**config.mk**
```make
export PLATFORM = sky130hd
export DESIGN_NAME = asr_ctrl
export DESIGN_NICKNAME = d
export VERILOG_FILES = /design/src/design/asr_pkg.sv /design/src/design/asr_cnt.sv /design/src/design/asr_ctrl.sv
export SDC_FILE = /design/constraint.sdc
export NUM_CORES = 1
export LEC_CHECK = 0
export CAP_MARGIN = 40
export CORE_MARGIN = 3
export CORE_UTILIZATION = 50
export DETAILED_ROUTE_END_ITERATION = 10
export DONT_BUFFER_PORTS = 1
export HOLD_SLACK_MARGIN = 0.12
export PLACE_DENSITY = 0.69
export REMOVE_ABC_BUFFERS = 1
export SKIP_CTS_REPAIR_TIMING = 1
export SYNTH_ARGS = -nofsm -noshare
export SYNTH_HDL_FRONTEND = slang
export SYNTH_HIERARCHICAL = 1
export SYNTH_SLANG_ARGS = --single-unit
```
**constraint.sdc**
```tcl
create_clock -name clk_i -period 2.6 [get_ports clk_i]
set_input_delay 0.39 -clock clk_i [delete_from_list [all_inputs] [get_ports clk_i]]
set_output_delay 0.39 -clock clk_i [all_outputs]
set_load 0.005 [all_outputs]
```
**src/design/asr_pkg.sv**
```systemverilog
// Package of constants and carriers for the static memory controller.
package asr_pkg;

  // ****************************************************************
  // Geometry
  // ****************************************************************
  localparam int ADDR_W = 16;
  localparam int DATA_W = 16;
  localparam int LANE_W = 8;
  localparam int WORDS = 32768;

  // ****************************************************************
  // Timing in nanoseconds, slow grade, and clock rate
  // ****************************************************************
  localparam int CLK_PERIOD_NS = 100;
  localparam int ADDRESS_ACCESS_TIME_NS = 15;
  localparam int LANE_SELECT_ACCESS_TIME_NS = 7;
  localparam int WRITE_STROBE_WIDTH_NS = 10;
  localparam int WRITE_DATA_SETUP_NS = 8;
  localparam int ADDRESS_SETUP_TO_WRITE_END_NS = 10;
  localparam int DESELECT_TO_STANDBY_NS = 15;
  localparam int DESELECT_TO_FLOAT_NS = 7;
  localparam int SELECT_TO_DRIVE_NS = 3;

  // Least times round up to whole cycles, never below one.
  function automatic int cyc_up(input int ns);
    int c;
    c = (ns + CLK_PERIOD_NS - 1) / CLK_PERIOD_NS;
    return (c < 1) ? 1 : c;
  endfunction

  localparam int READ_WAIT_CYC = cyc_up(ADDRESS_ACCESS_TIME_NS);
  localparam int WRITE_PULSE_CYC = cyc_up(WRITE_STROBE_WIDTH_NS);
  localparam int WR_SETUP_NS_MAX = (WRITE_DATA_SETUP_NS > ADDRESS_SETUP_TO_WRITE_END_NS) ?
      WRITE_DATA_SETUP_NS : ADDRESS_SETUP_TO_WRITE_END_NS;
  localparam int WRITE_HOLD_CYC = (cyc_up(WR_SETUP_NS_MAX) > WRITE_PULSE_CYC) ?
      cyc_up(WR_SETUP_NS_MAX) : WRITE_PULSE_CYC;
  localparam int TURN_CYC = cyc_up(DESELECT_TO_FLOAT_NS);
  localparam int CNT_W = 4;

  // ****************************************************************
  // Carriers
  // ****************************************************************
  typedef struct packed {
    logic write;
    logic [1:0] lane_en;
    logic [ADDR_W-1:0] addr;
    logic [DATA_W-1:0] wdata;
  } asr_req_s;

  typedef struct packed {
    logic chip_select_n;
    logic write_strobe_n;
    logic output_drive_n;
    logic high_lane_select_n;
    logic low_lane_select_n;
  } asr_ctl_s;

  localparam asr_ctl_s CTL_IDLE = '{1'b1, 1'b1, 1'b1, 1'b1, 1'b1};

endpackage

```
**src/design/asr_cnt.sv**
```systemverilog
// Down counter that times the read, write pulse and turnaround phases of a memory access.
`timescale 1ns/10ps
module asr_cnt #(
  parameter int W = asr_pkg::CNT_W
) (
  input wire logic clk_i,
  input wire logic sys_rst_i,
  input wire logic load_i,
  input wire logic [W-1:0] value_i,
  output logic done_o
);
  logic [W-1:0] cnt_reg;
  logic [W-1:0] cnt_next;

  assign cnt_next = load_i ? value_i : ((cnt_reg != '0) ? cnt_reg - 1'b1 : cnt_reg);
  // Done looks only at the register, since the load decision in the parent depends on it.
  assign done_o = (cnt_reg == '0);

  always_ff @(posedge clk_i or posedge sys_rst_i) begin
    if (sys_rst_i) begin
      cnt_reg <= '0;
    end else begin
      cnt_reg <= cnt_next;
    end
  end
endmodule

```
**src/design/asr_ctrl.sv**
```systemverilog
// Controller that drives the asynchronous 32K by 16 static memory through its pins.
// Contract
// RQ1: Memory holds 32768 sixteen-bit words, one word per fifteen-bit address.
// RQ2: Writes happen only while chip select and write strobe are both low.
// RQ3: Low lane select low during write stores data bits 1..8 as low byte.
// RQ4: High lane select low during write stores bits 9..16 as high byte.
// RQ5: Reads need chip select and output drive low, write strobe high throughout.
// RQ6: Low lane select low during read drives low byte onto bits 1..8.
// RQ7: High lane select low during read drives high byte onto bits 9..16.
// RQ8: Memory floats data pins when deselected, outputs disabled or both lanes off.
// RQ9: Memory never drives data while chip select and write strobe are low.
// RQ10: Chip select high puts memory in standby with both lanes floating.
// RQ11: Internal write lasts while select, strobe and a lane are all low.
// RQ12: Controller times data setup and hold to the edge ending the write.
// RQ13: Read data valid within 12 or 15 ns of stable address.
// RQ14: Old data stays valid at least 3 ns after address changes.
// RQ15: Lane data valid within 6 or 7 ns of lane select falling.
// RQ16: Controller holds write data at least 6 or 8 ns before write end.
// RQ17: Controller holds write strobe low at least 8 or 10 ns.
// RQ18: Controller sets address by write start and 8 or 10 ns before end.
// RQ19: Memory reaches standby within 12 or 15 ns of deselect.
// RQ20: Memory releases data pins faster than it starts driving them.
// RQ21: Unselected lane keeps contents during write and is not driven.
// RQ22: Contents survive standby and need no initialisation.
`timescale 1ns/10ps
module asr_ctrl (
  input wire logic clk_i,
  input wire logic sys_rst_i,
  input wire logic req_valid_i,
  input wire asr_pkg::asr_req_s req_i,
  output logic req_ready_o,
  output logic rsp_valid_o,
  output logic [asr_pkg::DATA_W-1:0] rsp_data_o,
  output logic [asr_pkg::ADDR_W-1:0] mem_addr_o,
  output asr_pkg::asr_ctl_s mem_ctl_o,
  input wire logic [asr_pkg::DATA_W-1:0] mem_data_i,
  output logic [asr_pkg::DATA_W-1:0] mem_data_o,
  output logic [asr_pkg::DATA_W-1:0] mem_data_oe_o
);

  // ****************************************************************
  // States
  // ****************************************************************
  typedef enum logic [4:0] {
    ST_IDLE = 5'h01,
    ST_WSET = 5'h02,
    ST_WPULSE = 5'h04,
    ST_READ = 5'h08,
    ST_TURN = 5'h10
  } asr_state_e;

  // One extra cycle lets the read word pass both synchroniser flops before capture.
  localparam logic [asr_pkg::CNT_W-1:0] READ_LOAD = asr_pkg::CNT_W'(asr_pkg::READ_WAIT_CYC + 1);
  localparam logic [asr_pkg::CNT_W-1:0] WPULSE_LOAD =
      asr_pkg::CNT_W'(asr_pkg::WRITE_HOLD_CYC - 1);
  localparam logic [asr_pkg::CNT_W-1:0] TURN_LOAD = asr_pkg::CNT_W'(asr_pkg::TURN_CYC - 1);

  asr_state_e state_reg;
  asr_state_e state_next;
  asr_pkg::asr_req_s req_reg;
  asr_pkg::asr_ctl_s ctl_reg;
  asr_pkg::asr_ctl_s ctl_next;
  logic [1:0] oe_reg;
  logic [1:0] oe_next;
  logic [asr_pkg::DATA_W-1:0] rsp_data_reg;
  logic rsp_valid_reg;
  logic [asr_pkg::DATA_W-1:0] sync_a_reg;
  logic [asr_pkg::DATA_W-1:0] sync_b_reg;
  logic cnt_load;
  logic [asr_pkg::CNT_W-1:0] cnt_value;
  logic cnt_done;
  logic take;

  asr_cnt #(.W(asr_pkg::CNT_W)) u_cnt (
    .clk_i(clk_i),
    .sys_rst_i(sys_rst_i),
    .load_i(cnt_load),
    .value_i(cnt_value),
    .done_o(cnt_done)
  );

  // ****************************************************************
  // Sequencing
  // ****************************************************************
  assign req_ready_o = (state_reg == ST_IDLE);
  assign take = req_valid_i && req_ready_o && (req_i.lane_en != 2'h0);
  assign cnt_load = (state_next != state_reg);
  assign cnt_value = (state_next == ST_READ) ? READ_LOAD :
      (state_next == ST_WPULSE) ? WPULSE_LOAD : TURN_LOAD;

  always_comb begin
    state_next = state_reg;
    unique case (state_reg)
      ST_IDLE: begin
        if (take) begin
          state_next = req_i.write ? ST_WSET : ST_READ;
        end
      end
      ST_WSET: state_next = ST_WPULSE;
      ST_WPULSE: begin
        if (cnt_done) begin
          state_next = ST_TURN;
        end
      end
      ST_READ: begin
        if (cnt_done) begin
          state_next = ST_TURN;
        end
      end
      ST_TURN: begin
        if (cnt_done) begin
          state_next = ST_IDLE;
        end
      end
      default: state_next = ST_IDLE;
    endcase
  end

  // Address and lanes settle one cycle before the strobe falls, then the strobe
  // starts the write and rises with select and lanes to end it, so setup is timed to that rising edge. [RQ12] [RQ18]
  always_comb begin
    ctl_next = asr_pkg::CTL_IDLE;
    if (state_next == ST_WSET || state_next == ST_WPULSE || state_next == ST_READ) begin
      ctl_next.chip_select_n = 1'b0;
      ctl_next.low_lane_select_n = !(take ? req_i.lane_en[0] : req_reg.lane_en[0]);
      ctl_next.high_lane_select_n = !(take ? req_i.lane_en[1] : req_reg.lane_en[1]);
    end
    ctl_next.write_strobe_n = !(state_next == ST_WPULSE); // [RQ2] [RQ11] [RQ17]
    ctl_next.output_drive_n = !(state_next == ST_READ); // [RQ5]
  end

  // Write data drive only for enabled lanes and never during reads. [RQ3] [RQ4] [RQ21]
  assign oe_next = (state_next == ST_WSET || state_next == ST_WPULSE) ?
      (take ? req_i.lane_en : req_reg.lane_en) : 2'h0;

  always_ff @(posedge clk_i or posedge sys_rst_i) begin
    if (sys_rst_i) begin
      state_reg <= ST_IDLE;
      ctl_reg <= asr_pkg::CTL_IDLE;
      oe_reg <= 2'h0;
      req_reg <= '0;
    end else begin
      state_reg <= state_next;
      ctl_reg <= ctl_next;
      oe_reg <= oe_next; // [RQ16]
      if (take) begin
        req_reg <= req_i;
      end
    end
  end

  assign mem_ctl_o = ctl_reg;
  assign mem_addr_o = req_reg.addr; // [RQ1]
  assign mem_data_o = req_reg.wdata;
  assign mem_data_oe_o = {{asr_pkg::LANE_W{oe_reg[1]}}, {asr_pkg::LANE_W{oe_reg[0]}}};

  // ****************************************************************
  // Read capture
  // ****************************************************************
  // Memory data pins are outside this clock domain; two flops before use.
  always_ff @(posedge clk_i or posedge sys_rst_i) begin
    if (sys_rst_i) begin
      sync_a_reg <= '0;
      sync_b_reg <= '0;
    end else begin
      sync_a_reg <= mem_data_i;
      sync_b_reg <= sync_a_reg;
    end
  end

  // The access time is far below one clock, so after the wait the synchronised
  // word is stable; unselected lanes read as zero. [RQ6] [RQ7] [RQ13] [RQ15]
  always_ff @(posedge clk_i or posedge sys_rst_i) begin
    if (sys_rst_i) begin
      rsp_data_reg <= '0;
      rsp_valid_reg <= 1'b0;
    end else begin
      rsp_valid_reg <= (state_reg == ST_READ) && cnt_done;
      if ((state_reg == ST_READ) && cnt_done) begin
        rsp_data_reg <= sync_b_reg & {{asr_pkg::LANE_W{req_reg.lane_en[1]}},
            {asr_pkg::LANE_W{req_reg.lane_en[0]}}};
      end
    end
  end

  assign rsp_valid_o = rsp_valid_reg;
  assign rsp_data_o = rsp_data_reg;

  // ****************************************************************
  // Assertions
  // ****************************************************************
  a_no_drive_read: assert property (@(posedge clk_i) disable iff (sys_rst_i) // [RQ9]
      !mem_ctl_o.output_drive_n |-> (mem_data_oe_o == '0))
    else $error("controller drives data while memory output is enabled");
  a_write_strobe_only: assert property (@(posedge clk_i) disable iff (sys_rst_i) // [RQ2]
      !mem_ctl_o.write_strobe_n |-> !mem_ctl_o.chip_select_n && (mem_data_oe_o != '0))
    else $error("write strobe low without select or data");
  a_read_strobe_high: assert property (@(posedge clk_i) disable iff (sys_rst_i) // [RQ5]
      !mem_ctl_o.output_drive_n |-> mem_ctl_o.write_strobe_n && !mem_ctl_o.chip_select_n)
    else $error("read with write strobe low");
  a_addr_setup: assert property (@(posedge clk_i) disable iff (sys_rst_i) // [RQ18]
      $fell(mem_ctl_o.write_strobe_n) |-> $stable(mem_addr_o) && !mem_ctl_o.chip_select_n)
    else $error("address not settled at write start");
  a_data_hold: assert property (@(posedge clk_i) disable iff (sys_rst_i) // [RQ16]
      $rose(mem_ctl_o.write_strobe_n) |-> $past(mem_data_oe_o) != '0 && $stable(mem_data_o))
    else $error("write data not held to write end");
  a_strobe_width: assert property (@(posedge clk_i) disable iff (sys_rst_i) // [RQ17]
      $fell(mem_ctl_o.write_strobe_n) |->
      !mem_ctl_o.write_strobe_n [*1] ##1 mem_ctl_o.write_strobe_n)
    else $error("write strobe pulse length wrong");
  a_lane_mask: assert property (@(posedge clk_i) disable iff (sys_rst_i) // [RQ21]
      mem_ctl_o.low_lane_select_n |-> (mem_data_oe_o[asr_pkg::LANE_W-1:0] == '0))
    else $error("unselected low lane driven");
  a_read_answer: assert property (@(posedge clk_i) disable iff (sys_rst_i) // [RQ13]
      (take && !req_i.write) |-> ##[2:6] rsp_valid_o)
    else $error("read answer late");
  a_turnaround: assert property (@(posedge clk_i) disable iff (sys_rst_i) // [RQ20]
      $rose(mem_ctl_o.chip_select_n) |-> mem_data_oe_o == '0)
    else $error("data driven across deselect");

  c_write_full: cover property (@(posedge clk_i) take && req_i.write && req_i.lane_en == 2'h3);
  c_write_low: cover property (@(posedge clk_i) take && req_i.write && req_i.lane_en == 2'h1);
  c_read_high: cover property (@(posedge clk_i) take && !req_i.write && req_i.lane_en == 2'h2);
  c_read_done: cover property (@(posedge clk_i) rsp_valid_o);

endmodule

```
# Word level (Yosys, flattened, before mapping)
# Cells that the tools add are included.
dict set report classes {
  addsub 1
  eq_ne 9
  mux 14
  bitwise 1
  reduce_logical 14
}
# operator count
set op_table {}
lappend op_table {{case mux 5 bit (4 select lines)} 1}
lappend op_table {{AND 16 bit} 1}
lappend op_table {{2-to-1 mux 5 bit} 3}
lappend op_table {{2-to-1 mux 4 bit} 3}
lappend op_table {{== test 5 x 2 -> 1 bit, second input constant} 2}
lappend op_table {{== test 5 x 3 -> 1 bit, second input constant} 2}
lappend op_table {{== test 5 x 4 -> 1 bit, second input constant} 2}
lappend op_table {{2-to-1 mux 2 bit} 4}
lappend op_table {{== test 5 x 1 -> 1 bit, second input constant} 1}
lappend op_table {{== test 5 bit, second input constant} 1}
lappend op_table {{inequality test 5 bit} 1}
lappend op_table {{logical NOT 1 bit} 4}
lappend op_table {{logical NOT 4 bit} 1}
lappend op_table {{nonzero test 2 bit} 2}
lappend op_table {{nonzero test 4 bit} 1}
lappend op_table {{subtractor 4 x 1 -> 4 bit, second input constant} 1}
lappend op_table {{logical AND 1 bit} 3}
lappend op_table {{2-to-1 mux 1 bit} 3}
lappend op_table {{logical OR 1 bit} 2}
lappend op_table {{OR reduction 2 bit} 1}
dict set report totals {
  ff_bits 99
  input_bits 54
}

# Logic depth before layout (Yosys ltp)
# Gate-level depths: netlist (run 1).
dict set report logic_depth {
  depth_word 9
  mapped_depth 7
  ltp_nobuf 7
}

# Modules after synthesis
# The synthesis (run 1) kept the hierarchy.
# module n_inst cells_per_inst area_each_um2 seq_area_each_um2
set by_module_without_submodules {}
lappend by_module_without_submodules {asr_ctrl 1 349 3747.3 2384.8}
lappend by_module_without_submodules {asr_cnt 1 22 236.5 100.1}

# Worst setup path before layout (run 1)
# OpenSTA, ideal clock, no wires.
dict set report synth_path {
  kind {reg2reg}
  start {register u_cnt.cnt_reg[0]}
  end {register u_cnt.cnt_reg[3]}
  setup_ns 0.126
  t_arrival_ns 1.855
  required_time_ns 2.474
  slack_ns 0.619
  path_stages_with_launch 8
  n_path_buf 0
  path_cell_list {dfrtp_1 -> inv_1 -> ha_1 -> nor3b_4 -> or4_1 -> nor2b_1 -> nor3_1 -> a221o_1}
}
dict set report synth_between {
  elab_chain_cells 5
}
# item line
set synth_lines {}
lappend synth_lines {{start, declared} asr_cnt.sv:12} ;# logic [W-1:0] cnt_reg;
lappend synth_lines {{start signal, assigned} asr_cnt.sv:23} ;# cnt_reg <= cnt_next;
lappend synth_lines {{logical NOT 4 bit *} asr_cnt.sv:17} ;# assign done_o = (cnt_reg == '0);
lappend synth_lines {{named net cnt_done} asr_ctrl.sv:71} ;# logic cnt_done;
lappend synth_lines {{2-to-1 mux 5 bit, on equally long branches} {asr_ctrl.sv:111, asr_ctrl.sv:101, asr_ctrl.sv:106}}
lappend synth_lines {{case mux 5 bit (4 select lines) *} asr_ctrl.sv:93} ;# unique case (state_reg)
lappend synth_lines {{inequality test 5 bit *} asr_ctrl.sv:87} ;# assign cnt_load = (state_next != state_reg);
lappend synth_lines {{named net cnt_load} asr_ctrl.sv:69} ;# logic cnt_load;
lappend synth_lines {{2-to-1 mux 4 bit or nonzero test 2 bit (tied branches)} n/a}
# The timed path passes the listed nets; every way through them passes the cells marked *. The select of a mux whose other input is x is not followed.
# A chain may end at the register's enable or synchronous reset.

# Final worst setup path (run 1)
# Same ends and word-level chain as after synthesis.

==> results of run 1 <==
-- layout by cell type, fill, tap and decap left out, drive strengths merged, types with 2 or more instances in the layout --
cell type	synthesis	routed
mux2	4	4
nand2	131	131
buf	53	4
nand3	4	4
inv	12	15
dlygate4sd3	0	31
xnor2	2	2
dfstp	6	6
o21ai	20	20
mux2i	2	2
o22ai	2	2
dfrtp	93	93
nor3	2	2
clkinv	0	2
nor3b	3	3
clkbuf	9	9
conb	1	3
a32o	2	2
nor2	5	5
-- worst max-delay path, delay by kind of cell (launching register included) --
| kind | cells | cell delay (ps) |
|---|---|---|
| compound gates | 1 | 340 |
| fa+ha+maj | 1 | 210 |
| buf+inv | 1 | 100 |
| simple gates | 4 | 1200 |
| flops | 1 | 390 |
-- cells in the mapped netlist (all sizes together) --
master and number:
or2 1, or2b 1, a2bb2oi 1, nor4b 1
conb 1, nor3 2, mux2i 2, clkbuf 9
nor4 1, a2111oi 1, o21a 1, o21ai 20
nand4 1, dfrtp 93, and3b 1, or4 1
ha 1, xor2 1, nand2 131, nand3 4
a221o 1, nand3b 1, buf 53, and3 1
mux2 4, a311oi 1, nor3b 3, o22ai 2
and4 1, o211ai 1, a32o 2, inv 12
or3b 1, xnor2 2, dfstp 6, nor2 5
nor2b 1
-- logic make-up after synthesis --
| logic type | count (synthesis) | share of synthesized area |
|---|---|---|
| AND/OR/NAND/NOR | 157 | 0.171 |
| flip-flops | 99 | 0.624 |
| buffers and inverters | 74 | 0.127 |
| AO/OA/AOI/OAI | 30 | 0.0515 |
| multiplexers | 6 | 0.0163 |
| XOR/XNOR | 3 | 0.00660 |
| adder cells (fa/ha/maj) | 1 | 0.00314 |
| other | 1 | 0.000941 |
-- layout make-up --
| cell class | instances | share of cell area |
|---|---|---|
| clock buffers | 9 | 0.0293 |
| clock inverters | 7 | 0.0222 |
| inverters | 12 | 0.0112 |
| multi-input cells | 200 | 0.237 |
| flip-flops and latches | 99 | 0.588 |
| well taps | 99 | 0.0293 |
| repair buffers | 35 | 0.0835 |
-- worst min path at each step --
stage	to	slack, ps	depth (start not counted)	start
final	mem_data_o[13]	140	2	req_i[13]
after global routing	mem_data_o[11]	120	2	req_i[11]
after CTS	u_cnt/cnt_reg[2]	-220	1	sys_rst_i
after detailed placement	u_cnt/cnt_reg[2]	180	1	sys_rst_i
after global placement	u_cnt/cnt_reg[3]	170	1	sys_rst_i
after floorplan	u_cnt/cnt_reg[0]	160	1	sys_rst_i
-- power by group --
| group | leakage [nW] | internal, mW | switching [mW] |
|---|---|---|---|
| Clock | 0.107 | 0.471 | 0.563 |
| Sequential | 1.22 | 1.97 | 0.411 |
| Combinational | 0.709 | 0.375 | 0.491 |
-- per-stage QoR --
stage | setup WS (ps) | setup TNS [ps] | utilization | hold slack, ps
final | 247 | 0 | 0.565 | 138
after global routing | 51.6 | 0 | 0.565 | 125
after CTS | 286 | 0 | 0.523 | -223
after detailed placement | 319 | 0 | 0.494 | 176
after global placement | 480 | 0 | 0.494 | 175
after floorplan | -257 | -22880 | - | 156
-- metal layers --
metal	share of wire	GRT usage	up-vias
met5	0	0	-
met4	0.0058	0.0481	0
met3	0.091	0.0679	4
met2	0.51	0.240	99
met1	0.40	0.202	1075
li1	-	-	1092
==> qor.txt, run 1 <==
status - finished, final reports clean
min Tclk post-route - 2350 ps
Mapped Avg Cell Area - 10.7 um2
cell area after synthesis - 3980 um2
Finished Cell Area - 4230 um2
critical path arrival - 2590 ps
first-pass GRT wire length - 10700 um
R2R cell count - 7
Syn. warnings - 6
Tcrit/Tclk final - 0.905
die width - 95.3 um
multi-input logic area - 1000 um2
Setup Crit Path Kind - reg -> reg
die height - 95.3 um
grt ovf - 0
worst setup path endpoint - u_cnt/cnt_reg[3]
CTS buffer count - 9
Clock transition at path regs - 100 ps
routability cong. - 0.901
cell breakdown of the critical path - inv_1 -> ha_1 -> nor3b_4 -> or4_1 -> nor2b_1 -> nor3_1 -> a221o_1
max_slew headroom - 0.617
placed instance count - 414
post-route DRC violation count - 0
clk_skew - 11.9 ps
Starting Density - 0.532
Max Cap Violations - 0
post-synth top area share - 0.584
H-tree levels - 3
final hold viol count - 0
Routed WL - 6850 um
slowest CP cell - nor2b_1
total power - 4.29 mW
CTS tree - done
placed cell area - 3700 um2
core area - 7490 um2
post-route ant nets - 0
Critical Path Max Stage Delay - 450 ps
Non-Filler Instances - 461
IO buf count - 0
num rows - 31
fmax - 425 MHz
Clock Sink Count - 99
Clk Latency, worst-skew pair - 350 ps
Netlist cell types - 44
WL/cell - 14.9 um
FF+latch count, synth - 99
CTS max path bufs - 2
vias in the first global route - 2136
Max Fanout on Critical Path - 8
crit start category - flip-flop
largest net degree at the start of global routing - 50
worst-margin pin slew - 574 ps
routed via count - 2270
area grow syn2layout - 6.12%
Leak - 2.04 nW
maximum vdd drop - 0.000522 V
sequential fraction of the synthesis area - 0.624
fin nets - 412
RSZ-0062 raised after global routing - no
r2r startpoint - u_cnt/cnt_reg[0]
critical path required time - 2840 ps
area leader, netlist - dfrtp_1
Mapped Cells - 371
ranking of synthesized cells by area - dfrtp_1 58%, nand2_1 12%, buf_4 8.7%, dfstp_2 4.0%, o21ai_1 2.0%
R2R setup slack - 250 ps
initial antenna violation count - 0
DR vias/cell - 4.92
overall routing resource usage - 0.157
P per Cell Area - 1010 nW/um2
Hold Crit Class - in -> reg
First DRT Iteration DRCs - 105
worst setup path startpoint - u_cnt/cnt_reg[0]
Root Buffer - clkbuf_8
FILL cells - 605
Reg area - 2480 um2
dpl hpwl - 4520 um
setup violators final - 0
capture point of the worst reg-to-reg path - u_cnt/cnt_reg[3]
first-pass iteration count of the detailed router - 4
die footprint - 9070 um2
diode count - 0
number of max-slew violations in the final report - 0
share of post-route cells with drive strength above 1 - 0.105
I/O Pins - 125
Crit. End Element - flip-flop
Note: power is estimated with default switching activity, not from simulation.
==> run 2: changes to the inputs <==
Settings changed: ABC_AREA set to 1.
==> run 2 against run 1 <==
Compared with the run above:
- sequential power down 3%
- critical endpoint is now rsp_data_o[15]
- via count increased by 4.5%
- hold slack improved by 1.6 ps
- clock skew is 3.9 ps lower
- critical path type unchanged
- global-route usage increased by 0.20 points
- sequential share of layout area shrank 1.0 points
- register-to-register slack better by 320 ps
- synthesized cell count up 8.9%
==> qor.txt, run 2 <==
status - finished, final reports clean
H-tree levels - 3
Finished Cell Area - 4300 um2
Pint - 2.79 mW
crit start category - flip-flop
final hold viol count - 0
EDFF count, synth - 0
CTS buffer count - 9
CTS tree - done
post-synth top area share - 0.558
slowest CP cell - nor2_4
largest net degree at the start of global routing - 53
cell breakdown of the critical path - inv_2 -> ha_1 -> nand2_1 -> inv_1 -> nand3_2 -> nor2_4 -> nand3_1 -> nand2_1
critical path arrival - 2320 ps
FF+latch count, synth - 99
num rows - 32
max_slew headroom - 0.548
combinational share of power - 0.236
area grow syn2layout - 3.12%
most frequent cells in the layout - 109 x nand2_1, 93 x dfrtp_1, 32 x nand2_2, 22 x dlygate4sd3_1, 21 x nand3_1
Max Fanout on Critical Path - 17
Hold Crit Class - in -> reg
Netlist cell types - 25
Clock Sink Count - 99
WHS - 140 ps
Critical Path Max Stage Delay - 440 ps
Max Cap Violations - 0
R2R cell count - 8
Flop pwr share - 0.529
Clk Latency, worst-skew pair - 350 ps
First DRT Iteration DRCs - 117
Setup Crit Path Kind - reg -> reg
sw frac - 0.367
Net Sw Power - 1.62 mW
post-route DRC violation count - 0
fmax - 492 MHz
I/O Pins - 125
Async SR Flop Fraction - 1.00
DR vias/cell - 4.84
grt ovf - 0
Mapped Avg Cell Area - 10.3 um2
die height - 97.4 um
maximum vdd drop - 0.000506 V
ranking of synthesized cells by area - dfrtp_1 56%, nand2_1 9.8%, buf_4 8.3%, nand2_2 4.8%, dfstp_2 3.8%
Leak - 2.18 nW
sequential fraction of the synthesis area - 0.596
Starting Density - 0.526
Syn. warnings - 6
Tcrit/Tclk final - 0.781
die width - 97.4 um
min Tclk post-route - 2030 ps
core area - 7930 um2
vias in the first global route - 2401
fin nets - 438
number of max-slew violations in the final report - 0
cell area after synthesis - 4170 um2
P per Cell Area - 1020 nW/um2
most frequent cell after synthesis - nand2_1
worst-margin pin slew - 678 ps
Mapped Cells - 404
CP Depth - 8
RSZ-0062 raised after global routing - no
die footprint - 9480 um2
area leader, netlist - dfrtp_1
crit-path leading delay family - simple AND/OR/NAND/NOR gates
initial antenna violation count - 0
CTS max path bufs - 2
Routed WL - 7270 um
routability cong. - 0.801
setup violators final - 0
top post-synthesis cells by count - 109 x nand2_1, 93 x dfrtp_1, 46 x buf_4
placed cell area - 3860 um2
routed via count - 2373
crit-path most repeated cell - nand2_1
first-pass iteration count of the detailed router - 4
ys flop type - dfrtp_1
share of post-route cells with drive strength above 1 - 0.211
overall routing resource usage - 0.159
hold path depth - 2
Root Buffer - clkbuf_8
critical path required time - 2890 ps
first-pass GRT wire length - 12000 um
dpl hpwl - 4930 um
Crit. End Element - flip-flop
Buf/Inv on CP - 2
clock group share of total power - 0.235
diode count - 0
Clock transition at path regs - 100 ps
IO buf count - 0
post-route ant nets - 0
WL/cell - 14.8 um
commonest non-fill, non-tap cell in the layout - nand2_1
clk_skew - 7.93 ps
## run 2: changes by cell type after synthesis, sizes merged, moves of 5 or more
cell and change:
o21ai +5, clkbuf -5, nand2 +16, inv +11, nor2 +19, nand3 +20
## run 2: path summary, 6_finish.rpt
path	start	to	slack, ps
setup / recovery	u_cnt/cnt_reg[0]	rsp_data_o[15]	570
hold / removal	req_i[5]	mem_data_o[5]	140
setup reg to reg	u_cnt/cnt_reg[0]	rsp_data_o[15]	570
hold reg to reg	sync_a_reg[6]	sync_b_reg[6]	360
max in group asynchronous	sys_rst_i	sync_b_reg[5]	1320
min in group asynchronous	sys_rst_i	u_cnt/cnt_reg[3]	420
## run 2: cell type report
type / count / area [um2]
clock buffers: 9 / 124
clock inverters: 7 / 93.8
fillers: 691 / 3620
inverters: 23 / 88.8
multi-input cells: 227 / 1140
flip-flops and latches: 99 / 2480
well taps: 102 / 128
repair buffers: 23 / 240
## run 2: logic make-up after synthesis
family                     share of synthesized area
and+or+nand+nor                                0.234
DFF                                            0.596
buffers and inverters                          0.132
AOI/OAI and AO/OA                             0.0318
xor gates and xnor gates                     0.00210
adders and majority gates                    0.00300
other                                       0.000899
## run 2: power by group through the flow
stage	registers (mW)	clock network [mW]	logic (mW)
6_report	2.33	1.03	1.04
5_1_grt	2.39	1.14	1.24
4_1_cts	2.34	1.07	1.03
3_5_place_dp	2.36	0	1.03
3_3_place_gp	2.36	0	0.994
2_1_floorplan	2.25	0	0.846
## run 2: routing by layer
layer / wire (um) / GRT usage
met1: 2900 / 0.201
met2: 3650 / 0.248
met3: 656 / 0.0696
met4: 60 / 0.0479
met5: 0 / 0
## run 2: per-stage QoR
step	util	total power, mW	instances	worst slack, ps	TNS, ps
global placement	0.488	3.35	452	702	0
detailed placement	0.488	3.40	452	625	0
CTS	0.515	4.44	468	602	0
floorplan	-	3.10	349	-257	-22880
finish	0.543	4.40	490	569	0
global route	0.543	4.76	490	355	0
==> run 3: changes to the inputs <==
Settings changed: PLACE_DENSITY 0.69 to 0.66.
Clock period 2.6 ns to 1.89 ns, I/O delays scaled along.
==> run 3 against run 2 <==
Compared with the run above:
- routed wire length is 6.9% higher
- combinational power is 53% higher
- worst setup slack lost 360 ps
- critical endpoint is now rsp_data_o[9]
- hold slack improved by 96 ps
- highest routed layer unchanged
==> qor.txt, run 3 (same netlist as run 2, synthesis figures left out) <==
crit-path leading delay family - simple AND/OR/NAND/NOR gates
Starting Density - 0.526
area grow syn2layout - 11.6%
Buf/Inv on CP - 2
post-route DRC violation count - 0
first-pass GRT wire length - 11900 um
final hold viol count - 0
first-pass iteration count of the detailed router - 4
Leak - 2.34 nW
slowest CP cell - dfrtp_1
met1 wire length - 3130 um
Max Fanout on Critical Path - 17
crit start category - flip-flop
Setup Crit Path Kind - reg -> reg
Root Buffer - clkbuf_8
min Tclk post-route - 1690 ps
post-route ant nets - 0
Net Sw Power - 2.27 mW
max_slew headroom - 0.651
Critical Path Max Stage Delay - 390 ps
First DRT Iteration DRCs - 119
worst setup path endpoint - rsp_data_o[9]
die footprint - 9480 um2
WL/cell - 14.8 um
most frequent cells in the layout - 109 x nand2_1, 93 x dfrtp_1, 52 x dlygate4sd3_1, 32 x nand2_2, 21 x nand3_1
critical path arrival - 1980 ps
grt ovf - 0
Non-Filler Instances - 525
DR WL met2 - 3960 um
diode count - 0
Max Cap Violations - 0
CTS tree - done
Flop pwr share - 0.514
final setup margin - 205 ps
commonest non-fill, non-tap cell in the layout - nand2_1
core area - 7930 um2
die width - 97.4 um
hold path depth - 4
Clk Latency, worst-skew pair - 360 ps
CTS buffer count - 9
R2R setup slack - 200 ps
die height - 97.4 um
R2R cell count - 8
RSZ-0062 raised after global routing - no
I/O Pins - 125
Tcrit/Tclk final - 0.892
overall routing resource usage - 0.160
worst setup path startpoint - u_cnt/cnt_reg[0]
initial antenna violation count - 0
H-tree levels - 3
combinational share of power - 0.256
largest net degree at the start of global routing - 41
dpl hpwl - 5060 um
Hold Crit Start - req_valid_i
Routed WL - 7770 um
status - finished, final reports clean
Hold Crit Class - in -> reg
Reg area - 2480 um2
capture point of the worst reg-to-reg path - rsp_data_o[9]
routed via count - 2534
fmax - 593 MHz
vias in the first global route - 2419
routability cong. - 0.824
CP Depth - 8
Clock Sink Count - 99
fin nets - 473
sw frac - 0.365
IO buf count - 0
Pint - 3.95 mW
maximum vdd drop - 0.000712 V
multi-input logic area - 1150 um2
DR vias/cell - 4.83
placed instance count - 457
pre-CTS setup slack - 158 ps
number of max-slew violations in the final report - 0
Crit. End Element - flip-flop
P per Cell Area - 1330 nW/um2
FILL cells - 646
CTS max path bufs - 2
share of post-route cells with drive strength above 1 - 0.208
clk_skew - 9.32 ps
post-layout util - 0.588
top sig layer - met4
Clock transition at path regs - 100 ps
num rows - 32
clock group share of total power - 0.230
critical path required time - 2190 ps
WL met3 - 552 um
crit-path most repeated cell - nand2_1
worst-margin pin slew - 524 ps
r2r startpoint - u_cnt/cnt_reg[0]
setup violators final - 0
cell breakdown of the critical path - inv_2 -> ha_1 -> nand2_1 -> inv_1 -> nand3_2 -> nor2_4 -> nand3_1 -> nand2_1
total power - 6.22 mW
run 3: cell types whose count changed in the layout (fill, tap and decap cells not counted):
| cell | before | now |
|---|---|---|
| nor2_1 | 15 | 14 |
| buf_12 | 1 | 2 |
| buf_4 | 0 | 4 |
| nor2_2 | 4 | 5 |
| dlygate4sd3_1 | 22 | 52 |
| clkbuf_8 | 9 | 10 |
| inv_8 | 2 | 1 |
run 3: cell type report:
class,count,area share
clock buffers,10,0.0295
multi-input cells,227,0.246
flip-flops and latches,99,0.533
repair buffers,58,0.127
clock inverters,6,0.0177
inverters,23,0.0191
well taps,102,0.0274
run 3: worst min path at each step:
stage                       end  slack (ps)
2_1_floorplan  u_cnt/cnt_reg[0]          50
3_3_place_gp   u_cnt/cnt_reg[3]          70
3_5_place_dp   u_cnt/cnt_reg[3]          70
4_1_cts        u_cnt/cnt_reg[3]        -330
5_1_grt             req_reg[33]         230
6_report            req_reg[33]         240
run 3: worst min-delay path, stage by stage:
cell     delay, ps
o21ai_2         90
nor2_8          70
nand2_4         60
nand2_4         60
run 3: power groups by stage:
stage | logic, mW | registers, mW | clock network, mW
after global routing | 1.82 | 3.27 | 1.57
after detailed placement | 1.49 | 3.24 | 0
final | 1.59 | 3.20 | 1.43
after CTS | 1.48 | 3.21 | 1.48
after floorplan | 1.16 | 3.09 | 0
after global placement | 1.43 | 3.24 | 0
run 3: layer usage:
layer	GRT usage	up-vias
met1	0.190	1209
met5	0	-
met2	0.263	93
met3	0.0538	9
met4	0.0756	0
li1	-	1223
run 3: per-stage QoR:
stage          setup TNS, ps  hold slack, ps  cell area [um2]
5_1_grt                    0             234             4660
3_5_place_dp               0            71.0             3920
6_report                   0             236             4660
4_1_cts                    0            -327             4140
3_3_place_gp               0            70.3             3920
2_1_floorplan         -77920            49.6             3710
